--- src/pkg/ccr_pkg.sv ---
//////////////////////////////////////////////////////////////////////////////
// Function
// - 22-bit device size at bits 69:48
// - host may rewrite bits 12, 9:8, 7:1
// - bits 15, 14, 13, 11:10 change once only
// - 7-bit checksum in 7:1, bit 0 one
// - async read time code at 119:112
// - clocked read time at 111:104, zero
// - read block length 83:80 is 1001
// - bits 79, 78, 77 read as zero
// - bit 46 one, bits 45:39 all ones
// - protect group enable bit 31 zero
// - write block length at 25:22
// - partial write bit 21 zero
// - erased data all ones, config bit 55
// - config bits 33:32 read 11
// - 16-bit address, zero, set after init
// - no address register in serial mode
//////////////////////////////////////////////////////////////////////////////
package ccr_pkg;
   localparam int CSD_W = 128;
   localparam int SCR_W = 64;
   localparam int RCA_W = 16;
   localparam int CRC_W = 7;
   localparam int CRC_DATA_W = 120;
   localparam logic [6:0] CRC_POLY = 7'h09;

   // request selectors
   localparam logic [1:0] SEL_CSD = 2'h0;
   localparam logic [1:0] SEL_SCR = 2'h1;
   localparam logic [1:0] SEL_RCA = 2'h2;

   // card_specific_data field values
   localparam logic [1:0] CSD_STRUCT_VAL = 2'h1;
   localparam logic [5:0] CSD_RSV_HI_VAL = 6'h00;
   localparam logic [7:0] ASYNC_READ_TIME_VAL = 8'h0e;
   localparam logic [7:0] CLOCKED_READ_TIME_VAL = 8'h00;
   localparam logic [7:0] TRAN_SPEED_VAL = 8'h32;
   localparam logic [11:0] CMD_CLASS_VAL = 12'h5b5;
   localparam logic [3:0] READ_BLOCK_LENGTH_VAL = 4'h9;
   localparam logic [3:0] WRITE_BLOCK_LENGTH_VAL = 4'h9;
   localparam logic [6:0] ERASE_SECTOR_VAL = 7'h7f;
   localparam logic [6:0] PROTECT_GRP_SIZE_VAL = 7'h00;
   localparam logic [2:0] WRITE_SPEED_FACTOR_VAL = 3'h2;

   // card_specific_data field positions
   localparam int ASYNC_TIME_LO = 112;
   localparam int CLOCKED_TIME_LO = 104;
   localparam int READ_BL_LO = 80;
   localparam int READ_PARTIAL_BIT = 79;
   localparam int WRITE_MISALIGN_BIT = 78;
   localparam int READ_MISALIGN_BIT = 77;
   localparam int DEV_SIZE_LO = 48;
   localparam int DEV_SIZE_W = 22;
   localparam int ERASE_EN_BIT = 46;
   localparam int SECTOR_LO = 39;
   localparam int PROTECT_GRP_BIT = 31;
   localparam int WRITE_BL_LO = 22;
   localparam int WRITE_PARTIAL_BIT = 21;
   localparam int FMT_GROUP_BIT = 15;
   localparam int COPY_BIT = 14;
   localparam int PERM_PROTECT_BIT = 13;
   localparam int TEMP_PROTECT_BIT = 12;
   localparam int FMT_LO = 10;
   localparam int RSV_LO = 8;
   localparam int CRC_LO = 1;
   localparam int WRITABLE_LO = 16;

   // card_configuration
   localparam logic [63:0] CARD_CONFIG_VAL = 64'h02b5_8003_0000_0000;
   localparam int ERASED_ONES_BIT = 55;
   localparam int OPT_CMD_LO = 32;
   localparam logic [1:0] OPT_CMD_VAL = 2'h3;

   localparam logic [15:0] RCA_RESET_VAL = 16'h0000;
endpackage

--- src/hw/ccr_card_regs.sv ---
module ccr_card_regs
   import ccr_pkg::*;
#(
   parameter logic [DEV_SIZE_W-1:0] DEVICE_SIZE = 22'h000fff,
   parameter logic [3:0] WRITE_BLOCK_LEN = WRITE_BLOCK_LENGTH_VAL,
   parameter logic [7:0] ASYNC_READ_TIME = ASYNC_READ_TIME_VAL
)
(
   // clock and reset
   input wire logic i_clk,
   input wire logic i_reset,
   input wire logic i_ce,
   // transport mode pin, asynchronous to i_clk
   input wire logic i_spi_mode_pin,
   // register requests from the command decoder
   input wire logic i_req_valid,
   input wire logic [1:0] i_req_sel,
   input wire logic i_req_write,
   input wire logic [CSD_W-1:0] i_wr_data,
   // address assignment from the card state logic
   input wire logic i_init_done,
   input wire logic i_rca_load,
   input wire logic [RCA_W-1:0] i_rca_value,
   // answers
   output logic o_ready,
   output logic o_rsp_valid,
   output logic o_rsp_refused,
   output logic [CSD_W-1:0] o_rsp_data,
   output logic [RCA_W-1:0] o_rca,
   output logic o_spi_mode
);
   typedef enum logic {ST_LOAD, ST_READY} ccr_state_t;

   ccr_state_t state_reg;
   logic spi_meta_reg;
   logic spi_sync_reg;
   logic fmt_group_reg;
   logic copy_reg;
   logic perm_protect_reg;
   logic temp_protect_reg;
   logic [1:0] fmt_reg;
   logic [1:0] rsv_reg;
   logic [CRC_W-1:0] crc_reg;
   logic once_done_reg;
   logic [RCA_W-1:0] rca_reg;
   logic rsp_valid_reg;
   logic rsp_refused_reg;
   logic [CSD_W-1:0] rsp_data_reg;
   logic [1:0] rsp_sel_reg;
   logic rsp_write_reg;

   logic [CSD_W-1:0] csd_fixed;
   logic [CSD_W-1:0] csd_cur;
   logic [CRC_W-1:0] crc_calc;
   logic take;
   logic take_wr;
   logic ro_match;
   logic once_change;
   logic wr_ok;

   //////////////////////////////////////////////////////////////////////////
   // fixed contents of card_specific_data
   function automatic logic [CSD_W-1:0] csd_build(input logic [15:0] low);
      logic [CSD_W-1:0] v;
      v = '0;
      v[127:126] = CSD_STRUCT_VAL;
      v[125:120] = CSD_RSV_HI_VAL;
      v[ASYNC_TIME_LO +: 8] = ASYNC_READ_TIME;
      v[CLOCKED_TIME_LO +: 8] = CLOCKED_READ_TIME_VAL;
      v[103:96] = TRAN_SPEED_VAL;
      v[95:84] = CMD_CLASS_VAL;
      v[READ_BL_LO +: 4] = READ_BLOCK_LENGTH_VAL;
      v[READ_PARTIAL_BIT] = 1'b0;
      v[WRITE_MISALIGN_BIT] = 1'b0;
      v[READ_MISALIGN_BIT] = 1'b0;
      v[DEV_SIZE_LO +: DEV_SIZE_W] = DEVICE_SIZE;
      v[ERASE_EN_BIT] = 1'b1;
      v[SECTOR_LO +: 7] = ERASE_SECTOR_VAL;
      v[38:32] = PROTECT_GRP_SIZE_VAL;
      v[PROTECT_GRP_BIT] = 1'b0;
      v[28:26] = WRITE_SPEED_FACTOR_VAL;
      v[WRITE_BL_LO +: 4] = WRITE_BLOCK_LEN;
      v[WRITE_PARTIAL_BIT] = 1'b0;
      v[15:0] = low;
      return v;
   endfunction

   assign csd_fixed = csd_build(16'h0001);

   // the reset checksum covers everything above bit 7 with the rewritable bits at zero
   ccr_crc7 u_crc (
      .i_data(csd_fixed[CSD_W-1:8]),
      .o_crc(crc_calc)
   );

   always_comb begin
      csd_cur = csd_fixed;
      csd_cur[FMT_GROUP_BIT] = fmt_group_reg;
      csd_cur[COPY_BIT] = copy_reg;
      csd_cur[PERM_PROTECT_BIT] = perm_protect_reg;
      csd_cur[TEMP_PROTECT_BIT] = temp_protect_reg;
      csd_cur[FMT_LO +: 2] = fmt_reg;
      csd_cur[RSV_LO +: 2] = rsv_reg;
      csd_cur[CRC_LO +: CRC_W] = crc_reg;
      csd_cur[0] = 1'b1;
   end

   //////////////////////////////////////////////////////////////////////////
   // transport mode pin synchroniser
   always_ff @(posedge i_clk or posedge i_reset) begin
      if (i_reset) begin
         spi_meta_reg <= 1'b0;
         spi_sync_reg <= 1'b0;
      end else if (i_ce) begin
         spi_meta_reg <= i_spi_mode_pin;
         spi_sync_reg <= spi_meta_reg;
      end
   end

   //////////////////////////////////////////////////////////////////////////
   // one load cycle after reset fills the checksum before requests are taken
   always_ff @(posedge i_clk or posedge i_reset) begin
      if (i_reset) begin
         state_reg <= ST_LOAD;
      end else if (i_ce) begin
         state_reg <= ST_READY;
      end
   end

   assign take = i_ce && i_req_valid && (state_reg == ST_READY);
   assign take_wr = take && i_req_write && (i_req_sel == SEL_CSD);

   // fields above bit 15 must be echoed unchanged, and bit 0 must be one
   assign ro_match = (i_wr_data[CSD_W-1:WRITABLE_LO] == csd_fixed[CSD_W-1:WRITABLE_LO]) && i_wr_data[0];
   assign once_change = (i_wr_data[FMT_GROUP_BIT] != fmt_group_reg)
      || (i_wr_data[COPY_BIT] != copy_reg)
      || (i_wr_data[PERM_PROTECT_BIT] != perm_protect_reg)
      || (i_wr_data[FMT_LO +: 2] != fmt_reg);
   assign wr_ok = ro_match && !(once_done_reg && once_change);

   //////////////////////////////////////////////////////////////////////////
   // rewritable fields
   always_ff @(posedge i_clk or posedge i_reset) begin
      if (i_reset) begin
         temp_protect_reg <= 1'b0;
         rsv_reg <= 2'h0;
         crc_reg <= '0;
      end else if (i_ce) begin
         if (state_reg == ST_LOAD) begin
            crc_reg <= crc_calc;
         end else if (take_wr && wr_ok) begin
            // checksum is stored as written, the host owns its correctness
            temp_protect_reg <= i_wr_data[TEMP_PROTECT_BIT];
            rsv_reg <= i_wr_data[RSV_LO +: 2];
            crc_reg <= i_wr_data[CRC_LO +: CRC_W];
         end
      end
   end

   // fields that lock after their first change
   always_ff @(posedge i_clk or posedge i_reset) begin
      if (i_reset) begin
         fmt_group_reg <= 1'b0;
         copy_reg <= 1'b0;
         perm_protect_reg <= 1'b0;
         fmt_reg <= 2'h0;
         once_done_reg <= 1'b0;
      end else if (i_ce && take_wr && wr_ok) begin
         fmt_group_reg <= i_wr_data[FMT_GROUP_BIT];
         copy_reg <= i_wr_data[COPY_BIT];
         perm_protect_reg <= i_wr_data[PERM_PROTECT_BIT];
         fmt_reg <= i_wr_data[FMT_LO +: 2];
         if (once_change) begin
            once_done_reg <= 1'b1;
         end
      end
   end

   //////////////////////////////////////////////////////////////////////////
   // relative address, ignored in serial mode
   always_ff @(posedge i_clk or posedge i_reset) begin
      if (i_reset) begin
         rca_reg <= RCA_RESET_VAL;
      end else if (i_ce && i_init_done && i_rca_load && !spi_sync_reg) begin
         rca_reg <= i_rca_value;
      end
   end

   //////////////////////////////////////////////////////////////////////////
   // answer one cycle after the request is taken
   always_ff @(posedge i_clk or posedge i_reset) begin
      if (i_reset) begin
         rsp_valid_reg <= 1'b0;
         rsp_refused_reg <= 1'b0;
         rsp_data_reg <= '0;
         rsp_sel_reg <= SEL_CSD;
         rsp_write_reg <= 1'b0;
      end else if (i_ce) begin
         rsp_valid_reg <= take;
         if (take) begin
            rsp_sel_reg <= i_req_sel;
            rsp_write_reg <= i_req_write;
            rsp_refused_reg <= 1'b0;
            rsp_data_reg <= '0;
            if (i_req_write) begin
               // only card_specific_data accepts writes
               rsp_refused_reg <= !((i_req_sel == SEL_CSD) && wr_ok);
            end else begin
               unique case (i_req_sel)
                  SEL_CSD: rsp_data_reg <= csd_cur;
                  SEL_SCR: rsp_data_reg[SCR_W-1:0] <= CARD_CONFIG_VAL;
                  SEL_RCA: begin
                     if (spi_sync_reg) begin
                        rsp_refused_reg <= 1'b1;
                     end else begin
                        rsp_data_reg[RCA_W-1:0] <= rca_reg;
                     end
                  end
                  default: rsp_refused_reg <= 1'b1;
               endcase
            end
         end
      end
   end

   assign o_ready = (state_reg == ST_READY);
   assign o_rsp_valid = rsp_valid_reg;
   assign o_rsp_refused = rsp_refused_reg;
   assign o_rsp_data = rsp_data_reg;
   assign o_rca = rca_reg;
   assign o_spi_mode = spi_sync_reg;

   logic csd_read_rsp;
   assign csd_read_rsp = rsp_valid_reg && !rsp_refused_reg && !rsp_write_reg && (rsp_sel_reg == SEL_CSD);
endmodule

--- src/hw/ccr_crc7.sv ---
// serial checksum unrolled into one combinational pass, msb first
module ccr_crc7
   import ccr_pkg::*;
(
   // data
   input wire logic [CRC_DATA_W-1:0] i_data,
   // checksum
   output logic [CRC_W-1:0] o_crc
);
   always_comb begin
      logic [CRC_W-1:0] c;
      logic fb;
      c = '0;
      fb = 1'b0;
      for (int i = CRC_DATA_W - 1; i >= 0; i--) begin
         fb = i_data[i] ^ c[CRC_W-1];
         c = {c[CRC_W-2:0], 1'b0};
         if (fb) begin
            c = c ^ CRC_POLY;
         end
      end
      o_crc = c;
   end
endmodule

--- config.mk ---
export PLATFORM = sky130hd
export DESIGN_NAME = ccr_card_regs
export DESIGN_NICKNAME = d
export VERILOG_FILES = /design/src/pkg/ccr_pkg.sv /design/src/hw/ccr_card_regs.sv /design/src/hw/ccr_crc7.sv
export SDC_FILE = /design/constraint.sdc
export NUM_CORES = 1
export LEC_CHECK = 0
export BUFFER_PORTS_ARGS = -buffer_cell sky130_fd_sc_hd__buf_2
export CORE_AREA = 2 2 116 118
export DETAILED_ROUTE_END_ITERATION = 10
export DIE_AREA = 0 0 118 120
export MAX_ROUTING_LAYER = met4
export PLACE_DENSITY = 0.73
export SYNTH_ARGS = -nofsm -noshare
export SYNTH_HDL_FRONTEND = slang
export SYNTH_SLANG_ARGS = --single-unit
--- constraint.sdc ---
create_clock -name i_clk -period 2.12 [get_ports i_clk]
set_input_delay 0.212 -clock i_clk [delete_from_list [all_inputs] [get_ports i_clk]]
set_output_delay 0.212 -clock i_clk [all_outputs]
set_load 0.005 [all_outputs]
# ---- After elaboration in Yosys (flattened, before gate mapping)
# Cells that the tools add are included.
dict set report word_totals {
  ff_bits 165
  out_inout_bits 148
}
dict set report op_classes {
  n_eq_ne 8
  mux 10
  reduce_logical 26
}
# op n
set ops {}
lappend ops {{$mux 127} 1}
lappend ops {{$eq 112x111->1 const B} 1}
lappend ops {{$pmux 44 s2} 1}
lappend ops {{$mux 63} 1}
lappend ops {{$pmux 16 s2} 1}
lappend ops {{$mux 16} 1}
lappend ops {{$logic_and 1x1->1} 14}
lappend ops {{$mux 7} 2}
lappend ops {{$reduce_and 2->1} 3}
lappend ops {{$logic_not 1->1} 3}
lappend ops {{$logic_or 1x1->1} 3}
lappend ops {{$ne 1x1->1} 3}
lappend ops {{$reduce_and 3->1} 1}
lappend ops {{$eq 2x1->1 const B} 1}
lappend ops {{$eq 2x2->1 const B} 1}
lappend ops {{$logic_not 2->1} 1}
lappend ops {{$mux 1} 2}
lappend ops {{$ne 2x1->1 const B} 1}
lappend ops {{$ne 2x2->1} 1}
lappend ops {{$pmux 1 s2} 1}
lappend ops {{$reduce_or 2->1} 1}

# ---- Depth between registers and ports, before layout
# Gate-level depths: netlist of the first run.
dict set report logic_depth {
  depth_word 10
  mapped_depth 8
  ltp_nobuf 5
}

# ---- By module
# From an unflattened synthesis of the first run, not the netlist that was laid out.
dict set report hier_totals {
  cells_unflattened 611
  hier_area_um2 7120.6
}
# module n_inst cells_each area_each_um2 seq_area_each_um2
set modules_own_cells {}
lappend modules_own_cells {ccr_card_regs 1 354 3794.9 1426.4}
lappend modules_own_cells {ccr_crc7 1 257 3325.7 0.0}

# ---- Least setup slack after synthesis of the first run
# No wires, ideal clock.
dict set report synth_timing {
  kind {input -> register}
  start {input i_wr_data[47]}
  end {register crc_reg[5]}
  setup_ns 0.125
  t_arrival_ns 1.786
  slack_ns 0.208
  stages 6
  path_buffers 1
  cell_sequence {nand4b_1 > or4_4 > nor4_4 > o211ai_4 > buf_6 > mux2_4}
}
dict set report synth_between {
  elab_chain_cells 6
}
# item line
set synth_rtl {}
lappend synth_rtl {{start, declared} ccr_card_regs.sv:19} ;# input wire logic [CSD_W-1:0] i_wr_data,
lappend synth_rtl {{$eq 112x111->1} ccr_card_regs.sv:134} ;# assign ro_match = (i_wr_data[CSD_W-1:WRITABLE_LO] == csd_fixed[CSD_W-1:WRITABLE_LO]) && i_wr_data[0];
lappend synth_rtl {{$logic_and 1x1->1} ccr_card_regs.sv:134}
lappend synth_rtl {{$logic_and 1x1->1} ccr_card_regs.sv:139} ;# assign wr_ok = ro_match && !(once_done_reg && once_change);
lappend synth_rtl {{$logic_and 1x1->1} ccr_card_regs.sv:151} ;# end else if (take_wr && wr_ok) begin
lappend synth_rtl {{$ne 2x1->1 (no line)} -}
lappend synth_rtl {{$reduce_and 2->1 (no line)} -}
lappend synth_rtl {{end signal, assigned} ccr_card_regs.sv:150} ;# crc_reg <= crc_calc;
lappend synth_rtl {{end signal, assigned} ccr_card_regs.sv:155} ;# crc_reg <= i_wr_data[CRC_LO +: CRC_W];
lappend synth_rtl {{end, declared} ccr_card_regs.sv:43} ;# logic [CRC_W-1:0] crc_reg;
# No other way between the ends.
# A chain may end at the register's enable or synchronous reset.

# ---- Worst setup path in the final report of the first run
dict set report layout_timing {
  start {register state_reg, in the netlist o_ready}
  end {register rsv_reg[1]}
}
dict set report layout_between {
  elab_chain_cells 5
}
# item line
set layout_rtl {}
lappend layout_rtl {{start, declared} ccr_card_regs.sv:34} ;# ccr_state_t state_reg;
lappend layout_rtl {{start signal, assigned} ccr_card_regs.sv:124} ;# state_reg <= ST_LOAD;
lappend layout_rtl {{start signal, assigned} ccr_card_regs.sv:126} ;# state_reg <= ST_READY;
lappend layout_rtl {{$logic_and 1x1->1} ccr_card_regs.sv:130} ;# assign take = i_ce && i_req_valid && (state_reg == ST_READY);
lappend layout_rtl {{$logic_and 1x1->1 (2 in series)} ccr_card_regs.sv:131} ;# assign take_wr = take && i_req_write && (i_req_sel == SEL_CSD);
lappend layout_rtl {{$logic_and 1x1->1} ccr_card_regs.sv:151}
lappend layout_rtl {{$reduce_and 3->1 (no line) *} -}
lappend layout_rtl {{end signal, assigned} ccr_card_regs.sv:154} ;# rsv_reg <= i_wr_data[RSV_LO +: 2];
lappend layout_rtl {{end, declared} ccr_card_regs.sv:42} ;# logic [1:0] rsv_reg;
# Mark *: on every way between the ends. The rest lies on a longest branch, timed or not.

==> results.ini, run 1 <==
[cells_and_area]
drive_gt1_share_pct = 55.4
largest_reg_flops = 20
multi_input_area_um2 = 1390
regArea_um2 = 1430
area_growth_pct = 35.2
layout.nets = 687
final_cell_area_um2 = 4720
insertedDiodeCount = 0
fillers = 1348

[logic_synthesis]
synth_top_flop_cell = dfrtp_1
syn_inst = 325
netlist_top_cells_count = buf_4, dfrtp_1, mux2_2
ys_warn_count = 0
synth.distinct_cells = 36
synthTopCellsByArea = dfrtp_1, buf_4, mux2_2
synth-edff-count = 0
synth_top_area_share_pct = 40.9
ys_seq_elements = 57
synth.avg_cell_area_um2 = 10.7
async_reset_ff_share_pct = 100
yosysMostFrequentCell = buf_4
ys_seq_area_share_pct = 40.9
yosys.area.top_type = dfrtp_1
syn_area_um2 = 3490

[place]
port_buffers = 231
dpl.hpwl_um = 8080
routabilityCongestion = 0.856
place_area_um2 = 4390

[worst_setup_path]
slowest_delay_ps = 400
path_max_fanout = 14
path_class = flop to flop
cp_slowest_cell = dfrtp_1
path_cells = and3_1 -> nand4_1 -> nor4_2 -> buf_4 -> o211ai_4 -> mux2_4
r2r_cells = 6
worst_ep_arrival_time_ps = 2160
startpoint_type = flop
critPathRequiredTime_ps = 2320
end_kind = flop

[run_status]
outcome = finished, final reports clean

[power_and_ir_drop]
power_density_nw_per_um2 = 729
vdd_drop_max_uv = 545
p_leak_nw = 2.76

[sta]
fin_worst_skew_ps = 7.64
fin_crit_sh_pct = 92.2
clock.fmax_mhz = 511
setup_viol = 0
tns_ps = 0
hold_violations = 0
tightest_slew_ps = 628
rsz0062_at_grt = false
slew_violations = 0
fin_crit_ps = 1960
slew_headroom_pct = 58.1

[die]
die_w_um = 118
core-area_um2 = 13000
dieArea_um2 = 14200
rows = 42
die_h_um = 120
start_util_pct = 26.9
ios = 302

[worst_hold_path]
hp-class = primary input to flop
min_path_cells = 2

[clocking]
clk_pin_slew_worst_paths_ps = 60
post_cts_buffers = 0
cts_root_buffer = clkbuf_16
cts_tree = done
cts_resized = 0
insertion_delay_ps = 330
htree_levels = 3
cts-buffers-inserted = 9
cts_buffer_depth = 2
ctsHoldBuffers = 1
cts.sinks = 57

[route]
vias = 2974
drtAntennaViolNets = 0
wl_per_cell_um = 13.8
drcViolationCount = 0
drtIter0Drc = 148
routed_wirelength_um = 9820
drtPass1Iterations = 6
vias_per_cell = 4.17

[global_routing]
grt-ovfl-total = 0
grt_usage_pct = 14.2
antenna_found_initial = 0
grt_pass1_wl_um = 15200
first_global_vias = 2853
grt_max_degree = 37

[job]
max-cap-violations = 0

power breakdown:
group	switching (mW)	total (mW)	internal, mW
sequential	0.0970	1.30	1.20
clock	0.532	1.57	1.03
combinational	0.246	0.569	0.323
kinds of logic (layout without fill, tap and decap cells):
| group | count (synthesis) | in the layout | synth area share (%) |
|---|---|---|---|
| buffers and inverters | 139 | 283 | 26.9 |
| AND/OR/NAND/NOR | 67 | 67 | 13.5 |
| flip-flops | 57 | 57 | 40.9 |
| multiplexers | 33 | 33 | 11.0 |
| AO/OA/AOI/OAI | 23 | 23 | 6.24 |
| XOR/XNOR | 5 | 5 | 1.26 |
| other | 1 | 70 | 0.108 |
placed cells by master, fill, tap and decap left out, types with 4 or more instances in the layout:
master | synthesis | routed
a222oi_1 | 15 | 15
buf_2 | 1 | 231
buf_4 | 109 | 12
clkbuf_16 | 0 | 9
conb_1 | 1 | 70
dfrtp_1 | 57 | 57
inv_1 | 22 | 21
mux2_2 | 24 | 24
mux2_4 | 5 | 5
mux2i_1 | 4 | 4
nand2_1 | 14 | 14
nand4_1 | 9 | 9
nor4_1 | 10 | 10
nor4b_1 | 7 | 7
nor4bb_1 | 6 | 6
routing by layer:
metal | part of all wire [%] | track usage (%)
met1 | 45 | 18.3
met2 | 47 | 22.5
met3 | 7.2 | 3.56
met4 | 0.85 | 3.61
met5 | 0 | -
final timing paths:
| path | from | end | slack (ps) |
|---|---|---|---|
| max in group asynchronous | i_reset | o_rca[14] | 1070 |
| min reg2reg | o_rsp_data[0] | o_rsp_data[0] | 480 |
| min in group asynchronous | i_reset | o_rca[1] | 480 |
| max | o_ready | rsv_reg[1] | 160 |
| min | i_rca_value[1] | o_rca[1] | 110 |
| max reg2reg | o_ready | rsv_reg[1] | 160 |
through the flow:
stage	worst slack (ps)	std cells	util (%)	hold slack (ps)	power [mW]
2_1_floorplan	208	394	-	339	1.69
3_3_place_gp	49.9	697	33.8	289	1.89
3_5_place_dp	45.0	697	33.8	283	1.90
4_1_cts	121	714	36.3	101	3.47
5_1_grt	12.7	714	36.3	111	3.59
6_report	165	714	36.3	112	3.44
layout make-up:
cell class              instances  share of cell area (%)
clock buffers                  10                    4.86
clock inverters                 6                    1.94
inverters                      22                    1.75
multi-input cells             198                    29.5
flip-flops and latches         57                    30.2
well taps                     176                    4.67
repair buffers                245                    27.1
worst max-delay path, delay by kind of cell, from the launching register on:
kind,cells,cell delay [ps]
buffers and inverters,1,180
AOI/OAI and AO/OA,1,220
and+or+nand+nor,3,660
muxes,1,360
DFF,1,400
(Power assumes the default switching activity.)
==> inputs of run 2 (changes only) <==
==> constraint.sdc (replaced) <==
create_clock -name i_clk -period 2.12 [get_ports i_clk]
set_input_delay 0.318 -clock i_clk [delete_from_list [all_inputs] [get_ports i_clk]]
set_output_delay 0.318 -clock i_clk [all_outputs]
set_load 0.005 [all_outputs]
==> results.ini, run 2 (same netlist as run 1, synthesis figures left out) <==
[run_status]
outcome = finished, final reports clean

[clocking]
htree_levels = 3
insertion_delay_ps = 320
cts.sinks = 57
cts_tree = done
cts_buffer_depth = 2
post_cts_buffers = 0
cts_resized = 0
cts-buffers-inserted = 9
ctsHoldBuffers = 0
clk_pin_slew_worst_paths_ps = 50
cts_root_buffer = clkbuf_16

[sta]
setup_viol = 0
fin_crit_ps = 1930
rsz0062_at_grt = false
clock.fmax_mhz = 518
hold_violations = 0
tightest_slew_ps = 652
fin_crit_sh_pct = 91.0
tns_ps = 0
fin_worst_skew_ps = 4.72
slew_headroom_pct = 56.5
slew_violations = 0

[power_and_ir_drop]
vdd_drop_max_uv = 507
finalPower_mw = 3.41
p_leak_nw = 2.76
power_density_nw_per_um2 = 721

[worst_setup_path]
worstSetupStartpoint = o_ready
timing.rr.end = crc_reg[5]
startpoint_type = flop
worst_ep_arrival_time_ps = 2130
timing.rr.start = o_ready
path_max_fanout = 14
r2r_cells = 6
path_class = flop to flop
r2r_slack_ps = 190
critPathRequiredTime_ps = 2320
end_kind = flop
crit_path_end = crc_reg[5]

[cells_and_area]
layout.nets = 687
final_cell_area_um2 = 4730
largest_reg_flops = 20
layout.cells.most_common = buf_2
finalCoreUtilization_pct = 36.4
area_growth_pct = 35.6
drive_gt1_share_pct = 55.7
most-common-layout-cells = buf_2, conb_1, dfrtp_1

[route]
routed_wirelength_um = 9730
vias_per_cell = 4.11
drcViolationCount = 0
vias = 2941
drtIter0Drc = 184
drtPass1Iterations = 6
wl_per_cell_um = 13.6
drtAntennaViolNets = 0

[job]
max-cap-violations = 0

[global_routing]
grt_usage_pct = 13.8
antenna_found_initial = 1
grt_pass1_wl_um = 15000
grt_max_degree = 58
first_global_vias = 2835
grt-ovfl-total = 0

[die]
core-area_um2 = 13000
die_h_um = 120
ios = 302
die_w_um = 118
start_util_pct = 26.9
dieArea_um2 = 14200
rows = 42

[place]
dpl.hpwl_um = 7920
routabilityCongestion = 0.848
place_area_um2 = 4410
port_buffers = 231

[worst_hold_path]
hp-class = primary input to asynchronous set/reset pin

[run 2: cell types whose count changed in the layout (fill, tap and decap cells not counted), sizes merged]
cell / change
diode: +2
dlygate4sd3: -1
clkinvlp: +2
inv: -1
buf: +1
clkinv: -2
[run 2: report_power, final]
group	total [mW]	switching, mW	internal (mW)
clock	1.54	0.488	1.05
sequential	1.31	0.0999	1.21
combinational	0.566	0.243	0.324
total	3.41	0.831	2.58
[run 2: final cells by class]
type,instances,area (um2)
fill,1333,8250
inverter,22,82.6
antenna,2,5.00
timing repair buffer,245,1290
tap,176,220
multi-input combinational,198,1390
clock inverter,5,80.1
sequential,57,1430
clock buffer,10,239
[run 2: through the flow]
stage | worst slack, ps | std cells | hold slack (ps)
global route | 8.23 | 714 | 76.4
detailed placement | -53.3 | 698 | 408
floorplan | 102 | 394 | 445
finish | 190 | 715 | 59.8
CTS | 130 | 713 | 70.7
global placement | -48.6 | 698 | 416
[run 2: metal layers]
layer,up-vias,part of all wire (%),track usage [%]
met5,-,0,-
met4,0,0.60,4.14
met3,4,8.2,4.23
met2,181,46,20.7
met1,1365,45,17.9
li1,1391,-,-
[run 2: critical path, stage by stage (launching register included)]
cell and delay (ps):
dfrtp_1 410, and3_1 270, nand4_1 120, nor4_2 260, buf_4 170, o211ai_4 210
mux2_4 370
[run 2: worst min path at each step]
stage / from / end / slack, ps / cells past startpoint
floorplan: i_wr_data[1] / crc_reg[0] / 450 / 2
global placement: i_reset / o_rca[1] / 420 / 3
detailed placement: i_reset / o_rsp_data[1] / 410 / 3
CTS: i_reset / o_rsp_data[2] / 70 / 3
global route: i_reset / o_rca[2] / 80 / 3
finish: i_reset / o_rsp_data[2] / 60 / 3
==> inputs of run 3 (changes only) <==
==> constraint.sdc (replaced) <==
create_clock -name i_clk -period 2.35 [get_ports i_clk]
set_input_delay 0.3525 -clock i_clk [delete_from_list [all_inputs] [get_ports i_clk]]
set_output_delay 0.3525 -clock i_clk [all_outputs]
set_load 0.005 [all_outputs]
==> results.ini, run 3 (same netlist as run 1, synthesis figures left out) <==
[sta]
clock.fmax_mhz = 481
fin_hold_ws_ps = 66.7
tightest_slew_ps = 714
slew_headroom_pct = 52.1
rsz0062_at_grt = false
fin_crit_sh_pct = 88.4
tns_ps = 0
hold_violations = 0
fin_worst_skew_ps = 8.30
fin_crit_ps = 2080
slew_violations = 0
setup_viol = 0

[power_and_ir_drop]
vdd_drop_max_uv = 647
p_leak_nw = 2.75
power_density_nw_per_um2 = 661
finalPower_mw = 3.11

[clocking]
ctsHoldBuffers = 0
cts.sinks = 57
cts_root_buffer = clkbuf_16
cts_buffer_depth = 2
htree_levels = 3
insertion_delay_ps = 320
cts_resized = 0
cts-buffers-inserted = 9
post_cts_buffers = 0
cts_tree = done
clk_pin_slew_worst_paths_ps = 60

[die]
ios = 302
rows = 42
die_h_um = 120
start_util_pct = 26.9
dieArea_um2 = 14200
die_w_um = 118
core-area_um2 = 13000

[worst_setup_path]
path_cells = xnor2_1 -> nand2_1 -> nor4_1 -> o211ai_4 -> mux2_4
startpoint_type = flop
worst-path-buf-inv = 0
path_class = flop to flop
slowest_delay_ps = 530
path_max_fanout = 16
crit_family = simple AND/OR/NAND/NOR gates
worstSetupStartpoint = copy_reg
worst_ep_arrival_time_ps = 2270
timing.rr.start = copy_reg
critPathRequiredTime_ps = 2540
cp_slowest_cell = nor4_1
end_kind = flop

[cells_and_area]
final_cell_area_um2 = 4700
layout.nets = 684
largest_reg_flops = 20
area_growth_pct = 34.8
finalCoreUtilization_pct = 36.2
layout.cells.most_common = buf_2
fillers = 1337
most-common-layout-cells = buf_2, conb_1, dfrtp_1
drive_gt1_share_pct = 55.5

[global_routing]
grt-ovfl-total = 0
first_global_vias = 2834
grt_usage_pct = 14.1
grt_max_degree = 36
antenna_found_initial = 1
grt_pass1_wl_um = 15100

[route]
vias_per_cell = 4.19
drtAntennaViolNets = 0
drtIter0Drc = 188
routed_wirelength_um = 9950
wl_per_cell_um = 14.0
drcViolationCount = 0
vias = 2980
drtPass1Iterations = 7

[place]
dpl.hpwl_um = 8100
port_buffers = 231
routabilityCongestion = 0.857
place_area_um2 = 4370

[job]
max-cap-violations = 0

[run_status]
outcome = finished, final reports clean

[worst_hold_path]
hp-class = primary input to asynchronous set/reset pin

-- run 3: cell count changes in the layout (fill, tap and decap cells not counted), sizes merged --
cell,before,now
diode,2,1
buf,245,242
inv,22,23
clkinvlp,2,1
clkinv,1,2
-- run 3: cell type report --
class | count | area, um2 | share of cell area, %
clock inverters | 6 | 90.1 | 1.92
multi-input cells | 198 | 1390 | 29.6
repair buffers | 242 | 1250 | 26.6
well taps | 176 | 220 | 4.68
clock buffers | 10 | 239 | 5.08
inverters | 22 | 82.6 | 1.76
diodes | 1 | 2.50 | 0.0532
flip-flops and latches | 57 | 1430 | 30.3
-- run 3: worst register-to-register path, delay by kind of cell (launching register included) --
kind / cells / cell delay, ps
simple gates: 2 / 620
mux: 1 / 410
flops: 1 / 400
compound gates: 1 / 350
xor+xnor: 1 / 190
-- run 3: path summary, 6_finish.rpt --
kind | to | slack (ps) | cells after the start
worst max-delay path | temp_protect_reg | 270 | 5
worst min-delay path | o_rca[1] | 70 | 2
worst max register to register | temp_protect_reg | 270 | 5
worst min register to register | o_rsp_data[0] | 480 | 2
max in group asynchronous | o_rsp_data[10] | 1720 | 3
min in group i_clk | o_rca[11] | 260 | 2
-- run 3: report_power, final --
group	internal (mW)	switching [mW]
Combinational	0.290	0.224
Sequential	1.09	0.0891
Clock	0.959	0.460
Total	2.34	0.773
-- run 3: through the flow --
stage,setup slack (ps),cells
final,273,712
after global routing,157,712
after CTS,237,711
after detailed placement,70.1,695
after global placement,96.5,695
after floorplan,298,394
-- run 3: metal layers --
layer  routed length [um]  vias up  global-route usage [%]  share of wire, %
met5                    0        -                       -                 0
met4                   62        0                    4.89              0.62
met3                  737        4                    3.14               7.4
met2                 4610      171                    21.4                46
met1                 4530     1418                    18.5                46
li1                     -     1387                       -                 -
